### src/hw/mcie_params.svh
// Overview of operation
// RQ1: add, and, compare, subtract take the accumulator and a memory or immediate operand.
// RQ2: zero fill, minus one, plus one accept any of 256 data addresses.
// RQ3: invert, rotate through carry, shift left work on the accumulator only.
// RQ4: arithmetic and logic take 4 cycles; accumulator forms update zero and carry.
// RQ5: increment and decrement touch zero only; register zero fill touches no flag.
// RQ6: flag branches are one byte, 2 cycles, branch on condition, keep flags.
// RQ7: flag branches use 5-bit signed displacement, range -15 to +16.
// RQ8: bit-test branches are 3 bytes, 5 cycles, branch on bit, keep zero.
// RQ9: bit-test branches use 8-bit signed displacement, range -126 to +129.
// RQ10: bit-test branches copy the tested bit into carry, taken or not.
// RQ11: bit set and clear reach any data bit, 2 bytes, 4 cycles, keep flags.
// RQ12: a 3-bit index selects the bit within the addressed byte.
// RQ13: control instructions are one byte, 2 cycles; only interrupt exit changes flags.
// RQ14: long jump and call carry a 12-bit target over the whole program space.
// RQ15: with watchdog selected, stop executes as wait.
// RQ16: zero flag means 8-bit result zero; carry is carry or borrow out of bit 7.
`ifndef MCIE_PARAMS_SVH
`define MCIE_PARAMS_SVH

// ==========================================
// data space map
`define MCIE_ACC_ADDR 8'hff
`define MCIE_PTR_X_ADDR 8'h80
`define MCIE_SHORT_BASE 6'h20
`define MCIE_RESET_PC 12'h000
`define MCIE_STACK_DEPTH 6

// ==========================================
// opcode low nibble groups
`define MCIE_LO_CALL 4'h1
`define MCIE_LO_JUMP 4'h9
`define MCIE_LO_BTST 4'h3
`define MCIE_LO_BSET 4'hb
`define MCIE_LO_DIR 4'h5
`define MCIE_LO_INDX 4'h7
`define MCIE_LO_INDY 4'hf
`define MCIE_LO_INH 4'hd

// relative branch conditions, opcode bits 2..0
`define MCIE_REL_NZ 3'h0
`define MCIE_REL_NC 3'h2
`define MCIE_REL_Z 3'h4
`define MCIE_REL_C 3'h6

// high nibble, memory operand groups
`define MCIE_HI_ADD 4'h0
`define MCIE_HI_AND 4'h1
`define MCIE_HI_CMP 4'h2
`define MCIE_HI_SUB 4'h3
`define MCIE_HI_INC 4'h4
`define MCIE_HI_MINUS 4'h5
`define MCIE_HI_ZERO 4'h6

// high nibble, inherent and immediate group
`define MCIE_HI_ADD_IMM 4'h0
`define MCIE_HI_AND_IMM 4'h1
`define MCIE_HI_CMP_IMM 4'h2
`define MCIE_HI_SUB_IMM 4'h3
`define MCIE_HI_INVERT 4'h4
`define MCIE_HI_ROTATE 4'h5
`define MCIE_HI_SHIFT 4'h6
`define MCIE_HI_ZERO_ACC 4'h7
`define MCIE_HI_IDLE 4'h8
`define MCIE_HI_EXIT_SUB 4'h9
`define MCIE_HI_EXIT_INT 4'ha
`define MCIE_HI_STOP 4'hb
`define MCIE_HI_WAIT 4'hc

// ==========================================
// lengths and cycle counts
`define MCIE_LEN_1 2'h1
`define MCIE_LEN_2 2'h2
`define MCIE_LEN_3 2'h3
`define MCIE_CYC_ALU 3'h4
`define MCIE_CYC_REL 3'h2
`define MCIE_CYC_BTST 3'h5
`define MCIE_CYC_BSET 3'h4
`define MCIE_CYC_CTRL 3'h2
`define MCIE_CYC_JMP 3'h4

// branch bases from instruction address
`define MCIE_REL_BASE 12'h001
`define MCIE_BTST_BASE 12'h002

`endif

### src/hw/mcie_pkg.sv
`include "mcie_params.svh"

package mcie_pkg;

  typedef enum logic [1:0] {
    ST_RUN = 2'b00,
    ST_WAIT = 2'b01,
    ST_STOP = 2'b10
  } mcie_state_t;

  typedef enum logic [2:0] {
    CL_CTRL = 3'b000,
    CL_REL = 3'b001,
    CL_ALU = 3'b010,
    CL_BTST = 3'b011,
    CL_BSET = 3'b100,
    CL_JMP = 3'b101,
    CL_CALL = 3'b110
  } mcie_class_t;

  typedef enum logic [3:0] {
    FN_ADD = 4'b0000,
    FN_AND = 4'b0001,
    FN_SUB = 4'b0010,
    FN_INC = 4'b0011,
    FN_MINUS = 4'b0100,
    FN_INVERT = 4'b0101,
    FN_ROTATE = 4'b0110,
    FN_SHIFT = 4'b0111,
    FN_ZERO = 4'b1000
  } mcie_fn_t;

  typedef struct packed {
    mcie_state_t st;
    logic [2:0] cyc;
    logic [11:0] pc;
    logic [11:0] ipc;
    logic [7:0] op;
    logic [7:0] b1;
    logic [7:0] b2;
    logic [7:0] daddr;
    logic [7:0] wdata;
    logic we;
    logic [7:0] acc;
    logic z;
    logic c;
    logic [`MCIE_STACK_DEPTH-1:0][13:0] stk;
    logic wd_meta;
    logic wd_sync;
  } mcie_core_t;

endpackage

### src/hw/mcie_core.sv
`timescale 1ns/100ps
`include "mcie_params.svh"

module mcie_core (
  input wire logic clock_i,
  input wire logic arst_n_i,
  output logic [11:0] prog_addr_o,
  input wire logic [7:0] prog_data_i,
  output logic [7:0] data_addr_o,
  input wire logic [7:0] data_rdata_i,
  output logic [7:0] data_wdata_o,
  output logic data_we_o,
  input wire logic wdog_sel_i,
  input wire logic wake_i,
  output logic fetch_o,
  output logic wait_mode_o,
  output logic stop_mode_o,
  output logic [7:0] acc_o,
  output logic zero_flag_o,
  output logic carry_flag_o
);

  mcie_pkg::mcie_core_t q;
  mcie_pkg::mcie_core_t d;

  mcie_pkg::mcie_class_t cls;
  mcie_pkg::mcie_fn_t fn;
  logic [1:0] nbytes;
  logic [2:0] ncyc;
  logic am_ind;
  logic am_short;
  logic to_acc;
  logic to_mem;
  logic upd_z;
  logic upd_c;
  logic [7:0] alu_a;
  logic [7:0] alu_b;
  logic [7:0] alu_res;
  logic alu_c;
  logic alu_z;
  logic [7:0] rd;
  logic [7:0] bit_val;
  logic [2:0] bidx;
  logic tbit;
  logic exec;
  logic wr_en;
  logic [7:0] wr_val;
  logic rel_go;
  logic [3:0] lo;
  logic [3:0] hi;

  assign lo = q.op[3:0];
  assign hi = q.op[7:4];
  assign bidx = q.op[7:5]; // RQ12
  assign rd = (q.daddr == `MCIE_ACC_ADDR) ? q.acc : data_rdata_i;
  assign tbit = rd[bidx];

  // ==========================================
  // bit set and clear, one lane per bit
  genvar gi;
  generate
    for (gi = 0; gi < 8; gi++) begin : g_bit
      assign bit_val[gi] = (bidx == 3'(gi)) ? q.op[4] : rd[gi]; // RQ11
    end
  endgenerate

  // ==========================================
  // decode
  always_comb begin
    cls = mcie_pkg::CL_CTRL;
    fn = mcie_pkg::FN_ADD;
    nbytes = `MCIE_LEN_1;
    ncyc = `MCIE_CYC_CTRL; // RQ13
    am_ind = 1'b0;
    am_short = 1'b0;
    to_acc = 1'b0;
    to_mem = 1'b0;
    upd_z = 1'b0;
    upd_c = 1'b0;
    alu_a = q.acc; // RQ1
    alu_b = rd;
    if (!q.op[0]) begin
      cls = mcie_pkg::CL_REL;
      ncyc = `MCIE_CYC_REL; // RQ6
    end else begin
      case (lo)
        `MCIE_LO_CALL: begin
          cls = mcie_pkg::CL_CALL;
          nbytes = `MCIE_LEN_2;
          ncyc = `MCIE_CYC_JMP;
        end
        `MCIE_LO_JUMP: begin
          cls = mcie_pkg::CL_JMP;
          nbytes = `MCIE_LEN_2;
          ncyc = `MCIE_CYC_JMP;
        end
        `MCIE_LO_BTST: begin
          cls = mcie_pkg::CL_BTST;
          nbytes = `MCIE_LEN_3; // RQ8
          ncyc = `MCIE_CYC_BTST;
        end
        `MCIE_LO_BSET: begin
          cls = mcie_pkg::CL_BSET;
          nbytes = `MCIE_LEN_2; // RQ11
          ncyc = `MCIE_CYC_BSET;
        end
        `MCIE_LO_DIR, `MCIE_LO_INDX, `MCIE_LO_INDY: begin
          cls = mcie_pkg::CL_ALU;
          ncyc = `MCIE_CYC_ALU; // RQ4
          am_ind = (lo != `MCIE_LO_DIR);
          nbytes = am_ind ? `MCIE_LEN_1 : `MCIE_LEN_2; // RQ5
          if (!am_ind && q.op[7]) begin
            // short direct plus/minus one on the four work registers
            am_short = 1'b1;
            nbytes = `MCIE_LEN_1; // RQ5
            fn = q.op[6] ? mcie_pkg::FN_MINUS : mcie_pkg::FN_INC;
            alu_a = rd;
            to_mem = 1'b1;
            upd_z = 1'b1; // RQ5
          end else begin
            case (hi)
              `MCIE_HI_ADD: begin
                to_acc = 1'b1; // RQ1
                upd_z = 1'b1;
                upd_c = 1'b1; // RQ4
              end
              `MCIE_HI_AND: begin
                fn = mcie_pkg::FN_AND;
                to_acc = 1'b1; // RQ1
                upd_z = 1'b1;
                upd_c = 1'b1; // RQ4
              end
              `MCIE_HI_CMP: begin
                fn = mcie_pkg::FN_SUB;
                upd_z = 1'b1;
                upd_c = 1'b1; // RQ4
              end
              `MCIE_HI_SUB: begin
                fn = mcie_pkg::FN_SUB;
                to_acc = 1'b1; // RQ1
                upd_z = 1'b1;
                upd_c = 1'b1; // RQ4
              end
              `MCIE_HI_INC, `MCIE_HI_MINUS: begin
                fn = (hi == `MCIE_HI_MINUS) ? mcie_pkg::FN_MINUS : mcie_pkg::FN_INC;
                alu_a = rd; // RQ2
                to_mem = 1'b1;
                upd_z = 1'b1; // RQ5
              end
              `MCIE_HI_ZERO: begin
                fn = mcie_pkg::FN_ZERO;
                to_mem = 1'b1; // RQ2
                nbytes = am_ind ? `MCIE_LEN_1 : `MCIE_LEN_3; // RQ5
              end
              default: begin
                fn = mcie_pkg::FN_ADD;
              end
            endcase
          end
        end
        `MCIE_LO_INH: begin
          if (hi <= `MCIE_HI_ZERO_ACC) begin
            cls = mcie_pkg::CL_ALU;
            ncyc = `MCIE_CYC_ALU; // RQ4
            alu_b = q.b1; // RQ1
            to_acc = (hi != `MCIE_HI_CMP_IMM);
            upd_z = 1'b1;
            upd_c = 1'b1; // RQ4
            nbytes = `MCIE_LEN_2;
            case (hi)
              `MCIE_HI_AND_IMM: fn = mcie_pkg::FN_AND;
              `MCIE_HI_CMP_IMM, `MCIE_HI_SUB_IMM: fn = mcie_pkg::FN_SUB;
              `MCIE_HI_INVERT: begin
                fn = mcie_pkg::FN_INVERT; // RQ3
                nbytes = `MCIE_LEN_1;
              end
              `MCIE_HI_ROTATE: begin
                fn = mcie_pkg::FN_ROTATE; // RQ3
                nbytes = `MCIE_LEN_1;
              end
              `MCIE_HI_SHIFT: fn = mcie_pkg::FN_SHIFT; // RQ3
              `MCIE_HI_ZERO_ACC: fn = mcie_pkg::FN_ZERO;
              default: fn = mcie_pkg::FN_ADD;
            endcase
          end
        end
        default: begin
          cls = mcie_pkg::CL_CTRL;
        end
      endcase
    end
  end

  mcie_alu mcie_alu_inst (
    .fn_i(fn),
    .a_i(alu_a),
    .b_i(alu_b),
    .cin_i(q.c),
    .res_o(alu_res),
    .cout_o(alu_c),
    .z_o(alu_z)
  );

  // ==========================================
  // execute qualifiers
  assign exec = (q.st == mcie_pkg::ST_RUN) && (q.cyc != 3'h0) && (q.cyc == ncyc - 3'h1);
  assign wr_en = exec && (((cls == mcie_pkg::CL_ALU) && to_mem) || (cls == mcie_pkg::CL_BSET));
  assign wr_val = (cls == mcie_pkg::CL_BSET) ? bit_val : alu_res;

  always_comb begin
    case (q.op[2:0])
      `MCIE_REL_NZ: rel_go = !q.z;
      `MCIE_REL_NC: rel_go = !q.c;
      `MCIE_REL_Z: rel_go = q.z;
      `MCIE_REL_C: rel_go = q.c; // RQ6
      default: rel_go = 1'b0;
    endcase
  end

  // ==========================================
  // sequencer
  always_comb begin
    d = q;
    d.we = 1'b0;
    d.wd_meta = wdog_sel_i;
    d.wd_sync = q.wd_meta;
    case (q.st)
      mcie_pkg::ST_RUN: begin
        d.cyc = q.cyc + 3'h1;
        if (q.cyc == 3'h0) begin
          d.op = prog_data_i;
          d.ipc = q.pc;
          d.pc = q.pc + 12'h001;
        end
        if (q.cyc == 3'h1) begin
          if (nbytes >= `MCIE_LEN_2) begin
            d.b1 = prog_data_i;
            d.pc = q.pc + 12'h001;
          end
          if (am_ind) begin
            d.daddr = `MCIE_PTR_X_ADDR | {7'h00, q.op[3]};
          end else if (am_short) begin
            d.daddr = {`MCIE_SHORT_BASE, q.op[5:4]};
          end else begin
            d.daddr = prog_data_i; // RQ2
          end
        end
        if (q.cyc == 3'h2) begin
          if (nbytes == `MCIE_LEN_3) begin
            d.b2 = prog_data_i;
            d.pc = q.pc + 12'h001;
          end
          if (am_ind) begin
            d.daddr = data_rdata_i; // RQ1
          end
        end
        if (exec) begin
          d.cyc = 3'h0;
          case (cls)
            mcie_pkg::CL_ALU: begin
              if (to_acc) begin
                d.acc = alu_res;
              end
              if (upd_z) begin
                d.z = alu_z; // RQ16
              end
              if (upd_c) begin
                d.c = alu_c; // RQ16
              end
            end
            mcie_pkg::CL_REL: begin
              if (rel_go) begin
                d.pc = q.ipc + `MCIE_REL_BASE + {{7{q.op[7]}}, q.op[7:3]}; // RQ7
              end
            end
            mcie_pkg::CL_BTST: begin
              d.c = tbit; // RQ10
              if (tbit == q.op[4]) begin
                d.pc = q.ipc + `MCIE_BTST_BASE + {{4{q.b2[7]}}, q.b2}; // RQ9
              end
            end
            mcie_pkg::CL_JMP: begin
              d.pc = {hi, q.b1}; // RQ14
            end
            mcie_pkg::CL_CALL: begin
              d.pc = {hi, q.b1}; // RQ14
              d.stk = {q.stk[`MCIE_STACK_DEPTH-2:0], q.z, q.c, q.pc};
            end
            mcie_pkg::CL_CTRL: begin
              case (hi)
                `MCIE_HI_EXIT_SUB, `MCIE_HI_EXIT_INT: begin
                  d.pc = q.stk[0][11:0];
                  d.stk = {q.stk[`MCIE_STACK_DEPTH-1], q.stk[`MCIE_STACK_DEPTH-1:1]};
                  if (hi == `MCIE_HI_EXIT_INT) begin
                    d.z = q.stk[0][13]; // RQ13
                    d.c = q.stk[0][12];
                  end
                end
                `MCIE_HI_STOP: begin
                  d.st = q.wd_sync ? mcie_pkg::ST_WAIT : mcie_pkg::ST_STOP; // RQ15
                end
                `MCIE_HI_WAIT: begin
                  d.st = mcie_pkg::ST_WAIT;
                end
                default: begin
                  d.st = mcie_pkg::ST_RUN;
                end
              endcase
            end
            default: begin
              d.cyc = 3'h0;
            end
          endcase
          if (wr_en) begin
            if (q.daddr == `MCIE_ACC_ADDR) begin
              d.acc = wr_val;
            end else begin
              d.we = 1'b1;
              d.wdata = wr_val;
            end
          end
        end
      end
      mcie_pkg::ST_WAIT, mcie_pkg::ST_STOP: begin
        if (wake_i) begin
          d.st = mcie_pkg::ST_RUN;
          d.cyc = 3'h0;
        end
      end
      default: begin
        d.st = mcie_pkg::ST_RUN;
      end
    endcase
  end

  always_ff @(posedge clock_i or negedge arst_n_i) begin
    if (!arst_n_i) begin
      q <= '0;
      q.pc <= `MCIE_RESET_PC;
    end else begin
      q <= d;
    end
  end

  // ==========================================
  // outputs
  assign prog_addr_o = q.pc;
  assign data_addr_o = q.daddr;
  assign data_wdata_o = q.wdata;
  assign data_we_o = q.we;
  assign acc_o = q.acc;
  assign zero_flag_o = q.z;
  assign carry_flag_o = q.c;
  assign fetch_o = (q.st == mcie_pkg::ST_RUN) && (q.cyc == 3'h0);
  assign wait_mode_o = (q.st == mcie_pkg::ST_WAIT);
  assign stop_mode_o = (q.st == mcie_pkg::ST_STOP);

endmodule

### src/hw/mcie_alu.sv
`timescale 1ns/100ps

module mcie_alu (
  input wire mcie_pkg::mcie_fn_t fn_i,
  input wire logic [7:0] a_i,
  input wire logic [7:0] b_i,
  input wire logic cin_i,
  output logic [7:0] res_o,
  output logic cout_o,
  output logic z_o
);

  logic [8:0] wide;

  // ==========================================
  // result and carry out of bit 7
  always_comb begin
    wide = 9'h000;
    res_o = 8'h00;
    cout_o = 1'b0;
    case (fn_i)
      mcie_pkg::FN_ADD: begin
        wide = {1'b0, a_i} + {1'b0, b_i};
        res_o = wide[7:0];
        cout_o = wide[8]; // RQ16
      end
      mcie_pkg::FN_AND: begin
        res_o = a_i & b_i;
      end
      mcie_pkg::FN_SUB: begin
        wide = {1'b0, a_i} - {1'b0, b_i};
        res_o = wide[7:0];
        cout_o = wide[8]; // RQ16
      end
      mcie_pkg::FN_INC: begin
        res_o = a_i + 8'h01;
      end
      mcie_pkg::FN_MINUS: begin
        res_o = a_i - 8'h01;
      end
      mcie_pkg::FN_INVERT: begin
        res_o = ~a_i;
        cout_o = a_i[7];
      end
      mcie_pkg::FN_ROTATE: begin
        res_o = {a_i[6:0], cin_i};
        cout_o = a_i[7];
      end
      mcie_pkg::FN_SHIFT: begin
        res_o = {a_i[6:0], 1'b0};
        cout_o = a_i[7];
      end
      mcie_pkg::FN_ZERO: begin
        res_o = 8'h00;
      end
      default: begin
        res_o = a_i;
      end
    endcase
  end

  assign z_o = (res_o == 8'h00); // RQ16

endmodule

### config.mk
export PLATFORM = sky130hd
export DESIGN_NAME = mcie_core
export DESIGN_NICKNAME = d
export VERILOG_FILES = /design/src/hw/mcie_pkg.sv /design/src/hw/mcie_core.sv /design/src/hw/mcie_alu.sv
export VERILOG_INCLUDE_DIRS = /design/src /design/src/hw
export SDC_FILE = /design/constraint.sdc
export NUM_CORES = 1
export LEC_CHECK = 0
export ABC_AREA = 1
export BUFFER_PORTS_ARGS = -buffer_cell sky130_fd_sc_hd__buf_2
export CORE_UTILIZATION = 50
export CTS_BUF_LIST = sky130_fd_sc_hd__clkbuf_2
export CTS_CLUSTER_DIAMETER = 120
export DETAILED_ROUTE_END_ITERATION = 7
export PLACE_DENSITY = 0.75
export SYNTH_ARGS = -nofsm -noshare
export SYNTH_HDL_FRONTEND = slang
export SYNTH_HIERARCHICAL = 1
export SYNTH_SLANG_ARGS = --single-unit
export TNS_END_PERCENT = 1
### constraint.sdc
create_clock -name clock_i -period 7.1 [get_ports clock_i]
set_clock_uncertainty 0.2 [all_clocks]
set_input_delay 0.71 -clock clock_i [delete_from_list [all_inputs] [get_ports clock_i]]
set_output_delay 0.71 -clock clock_i [all_outputs]
set_load 0.03 [all_outputs]
### Word-level counts from Yosys, hierarchy flattened

Cells that the tools add are included.

* input port bits: 20
* logic and storage cells: 251
* output and inout port bits: 42
* register bits: 166

* magnitude comparators: 3
* muxes and demuxes: 103
* eq/ne operators: 62
* bitwise logic cells: 4
* add/sub/neg operators: 11
* reductions and logical operators: 47

Operator list (number)
* 95-bit two-way mux: 2
* 84-bit case mux with 2 select lines: 1
* 8-bit two-way mux: 17
* 86-bit two-way mux: 1
* 12-bit two-way mux: 7
* 8-bit case mux with 9 select lines: 1
* 32-bit two-way mux: 2
* 12-bit case mux with 4 select lines: 1
* 4-bit by 3-bit == test with 1-bit output (second input constant): 10
* 4-bit == test (second input constant): 9
* 1-bit two-way mux: 32
* 3-bit == test (second input constant): 9
* 12-bit by 1-bit adder with 12-bit output (second input constant): 2
* 12-bit adder: 2
* 4-bit case mux with 6 select lines: 1
* 2-bit two-way mux: 11
* 4-bit by 2-bit == test with 1-bit output (second input constant): 5
* 3-bit by 2-bit == test with 1-bit output (second input constant): 6
* 3-bit case mux with 6 select lines: 1
* 17-bit two-way mux: 1
* 4-bit case mux with 4 select lines: 1
* 4-bit AND reduction: 4
* 3-bit two-way mux: 5
* 3-bit OR reduction: 5
* 52 further kinds: 94

### Logic depth before layout (Yosys ltp)

Gate-level depths: netlist of the first run.

* depth in word-level cells: 15
* gate-level depth with buffers: 32
* depth with buffers taken out: 30

### Cells and area by module

Netlist of the first run, hierarchy kept.

By module, submodules not included
* mcie_core: sequential area each 4154.0 µm², area each 10814.1 µm², cells an instance 1488, instances 1
* mcie_alu: sequential area each 0.0 µm², area each 1621.6 µm², cells an instance 308, instances 1

### Worst setup path before layout of the first run

No wires, ideal clock.

* kind: register -> register
* start: register q (netlist bit bidx[2])
* end: register q (netlist bit acc_o[6])
* data required time: 6771 ps
* path buffers: 1
* arrival time: 3856 ps
* library setup time: 129 ps
* path slack: 2915 ps
* period minus slack after synthesis: 4185 ps
* stages on the path, launching flop included: 25
* cell sequence: dfrtp_1 > clkinv_1 > nor2_1 > o21ai_1 > clkbuf_1 > o21ai_0 > inv_1 > nand2_2 > nand2_1 > inv_1 > ha_1 > inv_1 > nand2_1 > nand2_1 > nor2_1 > nand2_1 > nand2_1 > nand2_1 > nand3_1 > nand3_1 > nand2_1 > inv_1 > o21a_1 > o21ai_0 > o21ai_0

* word-level cells in the longest chain between the ends: 12
* elaborated cells on any way between the ends: 76
* those cells by class: 5 x add/sub; 1 x order compare; 20 x eq/ne; 36 x mux; 2 x bitwise; 12 x reduce/logical

RTL lines
* from (decl): line mcie_core.sv:23 `mcie_pkg::mcie_core_t q;`
* 4-bit by 3-bit == test with 1-bit output: line mcie_core.sv:121 `case (hi)`
* 2-bit OR reduction (no source line)
* 8-bit two-way mux: line mcie_core.sv:121
* 8-bit two-way mux (*): line mcie_core.sv:112 `if (!am_ind && q.op[7]) begin`
* 8-bit two-way mux (*): line mcie_core.sv:86 `case (lo)`
* 8-bit two-way mux (*): line mcie_core.sv:82 `if (!q.op[0]) begin`
* net alu_a[1]: line mcie_core.sv:36 `logic [7:0] alu_a;`
* 8-bit by 1-bit subtractor with 8-bit output (tied with other cells): line mcie_alu.sv:39 `res_o = a_i - 8'h01;`
* 8-bit case mux with 9 select lines (*): line mcie_alu.sv:21 `case (fn_i)`
* net alu_res[6]: line mcie_core.sv:38 `logic [7:0] alu_res;`
* 8-bit two-way mux: line mcie_core.sv:261 `if (to_acc) begin`
* 8-bit two-way mux: line mcie_core.sv:259 `case (cls)`
* 8-bit two-way mux: line mcie_core.sv:315 `` if (q.daddr == `MCIE_ACC_ADDR) begin ``
* 9-bit two-way mux (*): line mcie_core.sv:314 `if (wr_en) begin`

Mark *: on every way through the listed nets, which the timed path passes. The rest lies on a longest branch.
A chain may end at the register's enable or synchronous reset.

### Worst setup path after layout of the first run

* start: register q[164] (netlist name)
* end: output port fetch_o

* word-level cells in the longest chain between the ends: 2

RTL lines
* 2-bit zero test: line mcie_core.sv:354 `assign fetch_o = (q.st == mcie_pkg::ST_RUN) && (q.cyc == 3'h0);`
* 1-bit logical AND: line mcie_core.sv:354
* to (decl): line mcie_core.sv:15 `output logic fetch_o,`

No other way between the ends.

==> flow_metrics.py, run 1 <==
metrics = {
    "setup_path": {
        "critPathMaxStageDelay_ns": 0.97,
        "worstSetupEndpointType": "output port",
        "worst_r2r_setup_slack_ns": 1.73,
        "cpLargestDelayFamily": "buffers and inverters",
        "worstSetupPathType": "reg -> out",
        "worst_ep_required_time_ns": 6.19,
        "cp_slowest_cell": "nor2_1",
        "cp-startpoint": "q[164]",
        "cp_num_cells": 6,
        "category_of_the_worst_setup_path_launch_point": "flop",
        "critPathBufInv": 4,
        "r2r_end": "q[32]",
        "crit_path_max_fanout": 23,
        "worstSetupEndpoint": "fetch_o",
        "cp_data_arrival_time_ns": 4.52,
        "critical_path_cell_sequence": "inv_1, ha_1, clkinv_1, nor2_1, buf_4, buf_2",
        "r2r.worst_path.cells": 15,
        "r2r-start": "bidx[2]",
    },
    "yosys": {
        "netlist_area_um2": 12400,
        "synthFlopType": "dfrtp_1",
        "post_synth.cell_area_avg_um2": 6.92,
        "synth_edf_count": 0,
        "async_reset_ff_share_pct": 100,
        "synth_cell_types": 54,
        "syn-instance-count": 1796,
        "yosysTopAreaCellShare_pct": 33.4,
        "netlist.top_cell.by_area": "dfrtp_1",
        "synth.yosys.seq_area_share_pct": 33.4,
        "yosys_register_bits": 166,
        "ys_top_cells_by_area": "dfrtp_1, nand2_1, o21ai_0",
        "synthesis.nets": 1879,
        "yosys_warnings": 6,
    },
    "routing": {
        "route.detailed.vias_per_inst": 5.56,
        "wire_per_inst_um": 16.1,
        "totalWireLength_mm": 34.5,
        "final_antenna_net_count": 0,
        "drt_first_pass_iters": 5,
        "detailedRoute.firstIterationViolations": 1293,
        "route.detailed.drc": 0,
        "dr_total_vias": 11946,
    },
    "power_and_ir_drop": {
        "ir_worst_vdd_uv": 242,
        "power_switching_share_pct": 56.1,
        "internal-power_mw": 2.68,
        "total_power_consumption_of_the_routed_design_mw": 6.09,
        "seqPwrFrac_pct": 27.8,
        "switchingPower_mw": 3.42,
        "power_leakage_nw": 6.44,
        "p_clk_share_pct": 8.6,
        "combinationalPowerShare_pct": 63.6,
        "power_per_cell_area_nw_per_um2": 464,
    },
    "placed_design": {
        "dp_hpwl_mm": 25.8,
        "gp_routability_congestion": 0.951,
        "placed_cells_incl_taps": 2095,
        "preCtsSetupSlack_ns": 1.88,
        "port-buffer-count": 61,
        "placed_area_um2": 12700,
    },
    "clocking": {
        "clkTransAtPathRegs_ns": 0.30,
        "h_tree_level_count": 4,
        "post_cts.repair.setup_buffers": 0,
        "clock_buffers_created_by_tritoncts": 17,
        "cts_buffer_depth": 2,
        "cts.sink_count": 166,
        "cts.root.buffer_cell": "clkbuf_2",
        "insertion_delay_to_the_later_sink_of_the_worst_skew_pair_ns": 0.80,
        "cts_tree": "done",
    },
    "timing": {
        "number_of_failing_setup_endpoints_in_the_final_timing_report": 0,
        "setup_slack_ns": 1.67,
        "finalCritPeriodShare_pct": 76.5,
        "whs_ns": 0.193,
        "setup_tns_final_ns": 0,
        "final_hold_violation_count": 0,
        "report.final.slew_viol_count": 0,
        "unrepaired_setup_endpoints_after_global_routing": "false",
        "period_needed_ns": 5.43,
        "max_freq_ghz": 0.184,
        "timing_worst_slew_pin_value_ns": 1.22,
        "timing.max_slew.rel_slack_pct": 17.4,
    },
    "outcome": {
        "status": "completed",
    },
    "layout": {
        "stdcell_area_um2": 13100,
        "post_route_cells_drive_above_1_share_pct": 8.18,
        "fin_nets": 1892,
        "stdcell_count": 2147,
        "finalCoreUtilization_pct": 53.8,
        "filler_cell_count": 2460,
        "area.growth.synth_to_final_pct": 5.56,
    },
    "floorplanning": {
        "rows": 57,
        "floorplan.die.width_um": 160,
        "placeableCoreArea_um2": 24400,
        "floorplan.die.height_um": 160,
        "initial_utilization_pct": 51.0,
        "fp.dieArea_um2": 25500,
        "io_pins": 62,
    },
    "global_route": {
        "initial_antenna_violation_count": 1,
        "largest_net_degree_at_the_start_of_global_routing": 141,
        "globalRoute.totalOverflow": 0,
        "grt_pass1_wl_mm": 56.0,
        "globalRouteTotalUtil_pct": 27.3,
        "grt_pass1_vias": 10853,
    },
    "hold_path": {
        "holdCritPathClass": "reg -> reg",
    },
    "flow_run": {
        "cap_violations": 0,
    },
}
==> worst register-to-register path, stage by stage, from the launching register on <==
cell,delay (ns)
dfrtp_1,0.92
clkinv_1,0.51
nor2_8,0.80
inv_4,0.14
nand2_2,0.14
inv_1,0.06
ha_1,0.30
xnor2_1,0.12
nor3_1,0.13
o21ai_0,0.12
a21oi_1,0.24
nand2_4,0.18
a21oi_4,0.14
buf_4,0.87
o211ai_1,0.23
o21ai_0,0.13
==> registers in the layout (all words and copies together) (netlist names) <==
name and cells:
q 118, carry_flag_o 1, prog_addr_o 12, data_we_o 1, data_addr_o 8, lo 4
d 1, data_wdata_o 8, bidx 3, hi 1, acc_o 8, zero_flag_o 1
==> cells in the final DEF (no fill, tap or decap), types with 3 or more instances in the layout <==
cell type      Yosys  layout
inv_2              5       5
clkinv_1           6       7
inv_1            260     260
nor2_1           118     118
ha_1              59      59
o21a_1             4       4
nand3_1          123     123
nand2_2           13      13
dfrtp_1          166     166
fa_1               4       4
clkinv_8           0       4
xor2_1            19      19
o22ai_1           12      12
nor2_4             4       4
nand3_2            4       4
nand3b_1           4       4
a41oi_1            3       3
nand4_1           15      15
o21bai_1           4       4
nor2_2             6       6
o21ai_0          205     205
o21ai_1           10      10
inv_8              0       3
nand2_1          438     438
buf_4             43      11
xnor2_1            8       8
inv_6              0       4
clkbuf_2           0      17
nor3_1            17      17
o211ai_1          80      80
dlygate4sd3_1      0      19
buf_2             11      60
a211oi_1           3       3
a21oi_1           78      78
==> cells by family after synthesis <==
kind of cell | after synthesis | share of synthesized area, %
fa+ha+maj | 63 | 6.58
buf+inv | 370 | 12.8
xor+xnor | 28 | 2.03
flops | 166 | 33.4
simple gates | 750 | 25.8
compound gates | 417 | 19.3
mux | 2 | 0.171
==> power by group through the flow <==
stage | logic (mW) | clock network [mW] | registers [mW]
after global routing | 4.34 | 0.573 | 1.73
after detailed placement | 3.78 | 0 | 1.71
after CTS | 3.81 | 0.537 | 1.68
after global placement | 3.73 | 0 | 1.70
after floorplan | 3.02 | 0 | 1.54
final | 3.87 | 0.527 | 1.69
==> layout make-up <==
| type | instances | area [µm²] | area share [%] |
|---|---|---|---|
| well taps | 324 | 405 | 3.09 |
| clock inverters | 15 | 161 | 1.23 |
| multi-input cells | 1260 | 6700 | 51.1 |
| flip-flops and latches | 166 | 4150 | 31.6 |
| diodes | 1 | 2.50 | 0.0191 |
| repair buffers | 91 | 584 | 4.45 |
| clock buffers | 17 | 85.1 | 0.648 |
| inverters | 273 | 1030 | 7.86 |
==> layer usage <==
metal	vias to the layer above	track usage, %	part of all wire (%)
met3	67	3.95	6.8
met2	417	41.5	44
met5	-	0	0
li1	5899	-	-
met4	0	9.05	2.5
met1	5563	39.8	47
==> cell usage after synthesis (8+ instances only) <==
master	instances
dfrtp_1	166
clkbuf_1	40
o211ai_1	80
nand2_2	13
nand2_1	438
o21ai_1	10
o21ai_0	205
o22ai_1	12
buf_4	43
inv_1	260
nand4_1	15
buf_2	11
ha_1	59
xor2_1	19
nor2_1	118
a21oi_1	78
xnor2_1	8
nor3_1	17
nand3_1	123
==> how the worst min path moves through the flow <==
stage / start / to / cells past startpoint
4_1_cts: d[0] / q[0] / 0
3_5_place_dp: d[0] / q[0] / 0
5_1_grt: d[0] / q[0] / 0
2_1_floorplan: d[0] / q[0] / 0
6_report: d[0] / q[0] / 0
3_3_place_gp: d[0] / q[0] / 0
==> timing repair <==
item,in CTS,in global routing
gates resized for setup,0,0
endpoints found under the setup margin,0,0
hold buffers,19,0
endpoints found under the hold margin,128,0
(Power assumes the default switching activity.)
==> run 2, diff against run 1 <==
==> constraint.sdc (replaced) <==
create_clock -name clock_i -period 5.68 [get_ports clock_i]
set_clock_uncertainty 0.2 [all_clocks]
set_input_delay 0.568 -clock clock_i [delete_from_list [all_inputs] [get_ports clock_i]]
set_output_delay 0.568 -clock clock_i [all_outputs]
set_load 0.03 [all_outputs]
==> flow_metrics.py, run 2 (same netlist as run 1, synthesis figures left out) <==
metrics = {
    "outcome": {
        "status": "completed",
    },
    "layout": {
        "fin_nets": 1897,
        "post_route_cells_drive_above_1_share_pct": 8.48,
        "largest_reg_flops": 118,
        "top_library_cells_by_usage_in_the_layout_fill_and_taps_aside": "nand2_1, inv_1, o21ai_0, dfrtp_1, nand3_1",
        "stdcell_count": 2152,
        "stdcell_area_um2": 13200,
        "largest-register": "q",
        "filler_cell_count": 2422,
        "area.growth.synth_to_final_pct": 6.37,
        "layout.cells.most_common": "nand2_1",
    },
    "setup_path": {
        "category_of_the_worst_setup_path_launch_point": "flop",
        "r2r-start": "lo[0]",
        "worst_ep_required_time_ns": 6.22,
        "cp_data_arrival_time_ns": 5.03,
        "worst_r2r_setup_slack_ns": 1.19,
        "worstSetupPathType": "reg -> reg",
        "r2r_end": "acc_o[3]",
        "worstSetupEndpointType": "flop",
        "crit_path_max_fanout": 15,
        "r2r.worst_path.cells": 23,
    },
    "floorplanning": {
        "io_pins": 62,
        "initial_utilization_pct": 51.0,
        "fp.dieArea_um2": 25500,
        "rows": 57,
        "placeableCoreArea_um2": 24400,
        "floorplan.die.width_um": 160,
        "floorplan.die.height_um": 160,
    },
    "global_route": {
        "largest_net_degree_at_the_start_of_global_routing": 141,
        "grt_pass1_wl_mm": 58.0,
        "initial_antenna_violation_count": 1,
        "globalRouteTotalUtil_pct": 28.4,
        "grt_pass1_vias": 10884,
        "globalRoute.totalOverflow": 0,
    },
    "placed_design": {
        "placed_area_um2": 12700,
        "gp_routability_congestion": 0.971,
        "dp_hpwl_mm": 26.5,
        "placed_cells_incl_taps": 2100,
        "port-buffer-count": 61,
    },
    "clocking": {
        "cts_buffer_depth": 2,
        "clkTransAtPathRegs_ns": 0.34,
        "insertion_delay_to_the_later_sink_of_the_worst_skew_pair_ns": 0.81,
        "cts.root.buffer_cell": "clkbuf_2",
        "h_tree_level_count": 4,
        "cts_tree": "done",
        "post_cts_resize_count": 0,
        "post_cts.repair.setup_buffers": 0,
        "cts.sink_count": 166,
        "clock_buffers_created_by_tritoncts": 17,
    },
    "hold_path": {
        "holdCritPathClass": "in -> async",
    },
    "timing": {
        "finalCritPeriodShare_pct": 79.1,
        "unrepaired_setup_endpoints_after_global_routing": "false",
        "number_of_failing_setup_endpoints_in_the_final_timing_report": 0,
        "timing.max_slew.rel_slack_pct": 32.8,
        "period_needed_ns": 4.49,
        "report.final.slew_viol_count": 0,
        "whs_ns": 0.0577,
        "timing_worst_slew_pin_value_ns": 1.01,
        "max_freq_ghz": 0.223,
        "setup_tns_final_ns": 0,
        "final_hold_violation_count": 0,
    },
    "power_and_ir_drop": {
        "seqPwrFrac_pct": 27.0,
        "p_clk_share_pct": 9.5,
        "power_per_cell_area_nw_per_um2": 586,
        "power_leakage_nw": 6.50,
        "ir_worst_vdd_uv": 346,
        "switchingPower_mw": 4.37,
        "combinationalPowerShare_pct": 63.5,
        "internal-power_mw": 3.38,
        "power_switching_share_pct": 56.3,
    },
    "routing": {
        "wire_per_inst_um": 16.5,
        "detailedRoute.firstIterationViolations": 1148,
        "totalWireLength_mm": 35.5,
        "final_antenna_net_count": 0,
        "dr_total_vias": 12004,
        "route.detailed.drc": 0,
        "drt_first_pass_iters": 6,
        "route.detailed.vias_per_inst": 5.58,
    },
    "flow_run": {
        "cap_violations": 0,
    },
}
-- run 2: cell types whose count changed in the layout (fill, tap and decap cells not counted) --
cell	change
buf_4	+4
inv_12	+4
clkinv_8	+2
clkinvlp_4	-2
buf_12	+1
clkinv_1	-1
clkinv_4	-1
inv_6	-1
inv_8	-1
-- run 2: final cells by class --
| cell class | instances | area [µm²] | share of cell area (%) |
|---|---|---|---|
| clock inverter | 15 | 211 | 1.60 |
| multi-input combinational | 1260 | 6700 | 50.7 |
| clock buffer | 17 | 85.1 | 0.643 |
| sequential | 166 | 4150 | 31.4 |
| antenna | 1 | 2.50 | 0.0189 |
| inverter | 273 | 1030 | 7.80 |
| timing repair buffer | 96 | 634 | 4.80 |
| tap | 324 | 405 | 3.06 |
-- run 2: worst max path at each step --
stage / startpoint / endpoint / cells past startpoint
floorplan: bidx[2] / acc_o[6] / 24
global placement: bidx[2] / zero_flag_o / 19
detailed placement: bidx[2] / zero_flag_o / 19
CTS: lo[0] / zero_flag_o / 22
global route: lo[0] / acc_o[4] / 22
finish: lo[0] / acc_o[3] / 23
-- run 2: critical path: stages (launching register included) --
cell,delay [ns]
dfrtp_1,0.54
nand2_2,0.15
inv_1,0.09
nand2_1,0.07
nor2_1,0.47
o21ai_1,0.40
nand2_1,0.13
o21ai_0,0.09
buf_4,0.21
ha_1,0.42
inv_1,0.15
nand2_1,0.09
nand2_1,0.06
inv_1,0.05
nand2_1,0.11
nand2_1,0.08
nand2_1,0.04
o21ai_0,0.16
nor2_1,0.07
a21oi_2,0.24
inv_1,0.08
o21ai_0,0.28
nor2_1,0.09
a21oi_1,0.13
-- run 2: what timing repair did --
action	CTS	global route
hold buffers	19	0
setup endpoints to repair	0	0
hold endpoints to repair	86	0
-- run 2: power groups by stage --
stage | registers (mW) | clock network, mW | logic [mW]
2_1_floorplan | 1.93 | 0 | 3.78
3_3_place_gp | 2.09 | 0 | 4.75
3_5_place_dp | 2.11 | 0 | 4.80
4_1_cts | 2.08 | 0.755 | 4.85
5_1_grt | 2.15 | 0.798 | 5.51
6_report | 2.09 | 0.737 | 4.92
-- run 2: per-stage QoR --
step,util [%],power (mW),setup WS [ns]
6_report,54.2,7.75,1.19
3_3_place_gp,52.2,6.85,1.33
4_1_cts,54.2,7.68,1.25
2_1_floorplan,-,5.70,1.49
3_5_place_dp,52.2,6.91,1.31
5_1_grt,54.2,8.46,0.718
-- run 2: per-layer routing --
metal,wire length [µm],vias up,share of wire [%],track usage [%]
li1,-,5900,-,-
met5,0,-,0,0
met2,15800,465,45,43.2
met3,2300,58,6.5,3.56
met4,728,0,2.0,7.74
met1,16700,5581,47,42.4
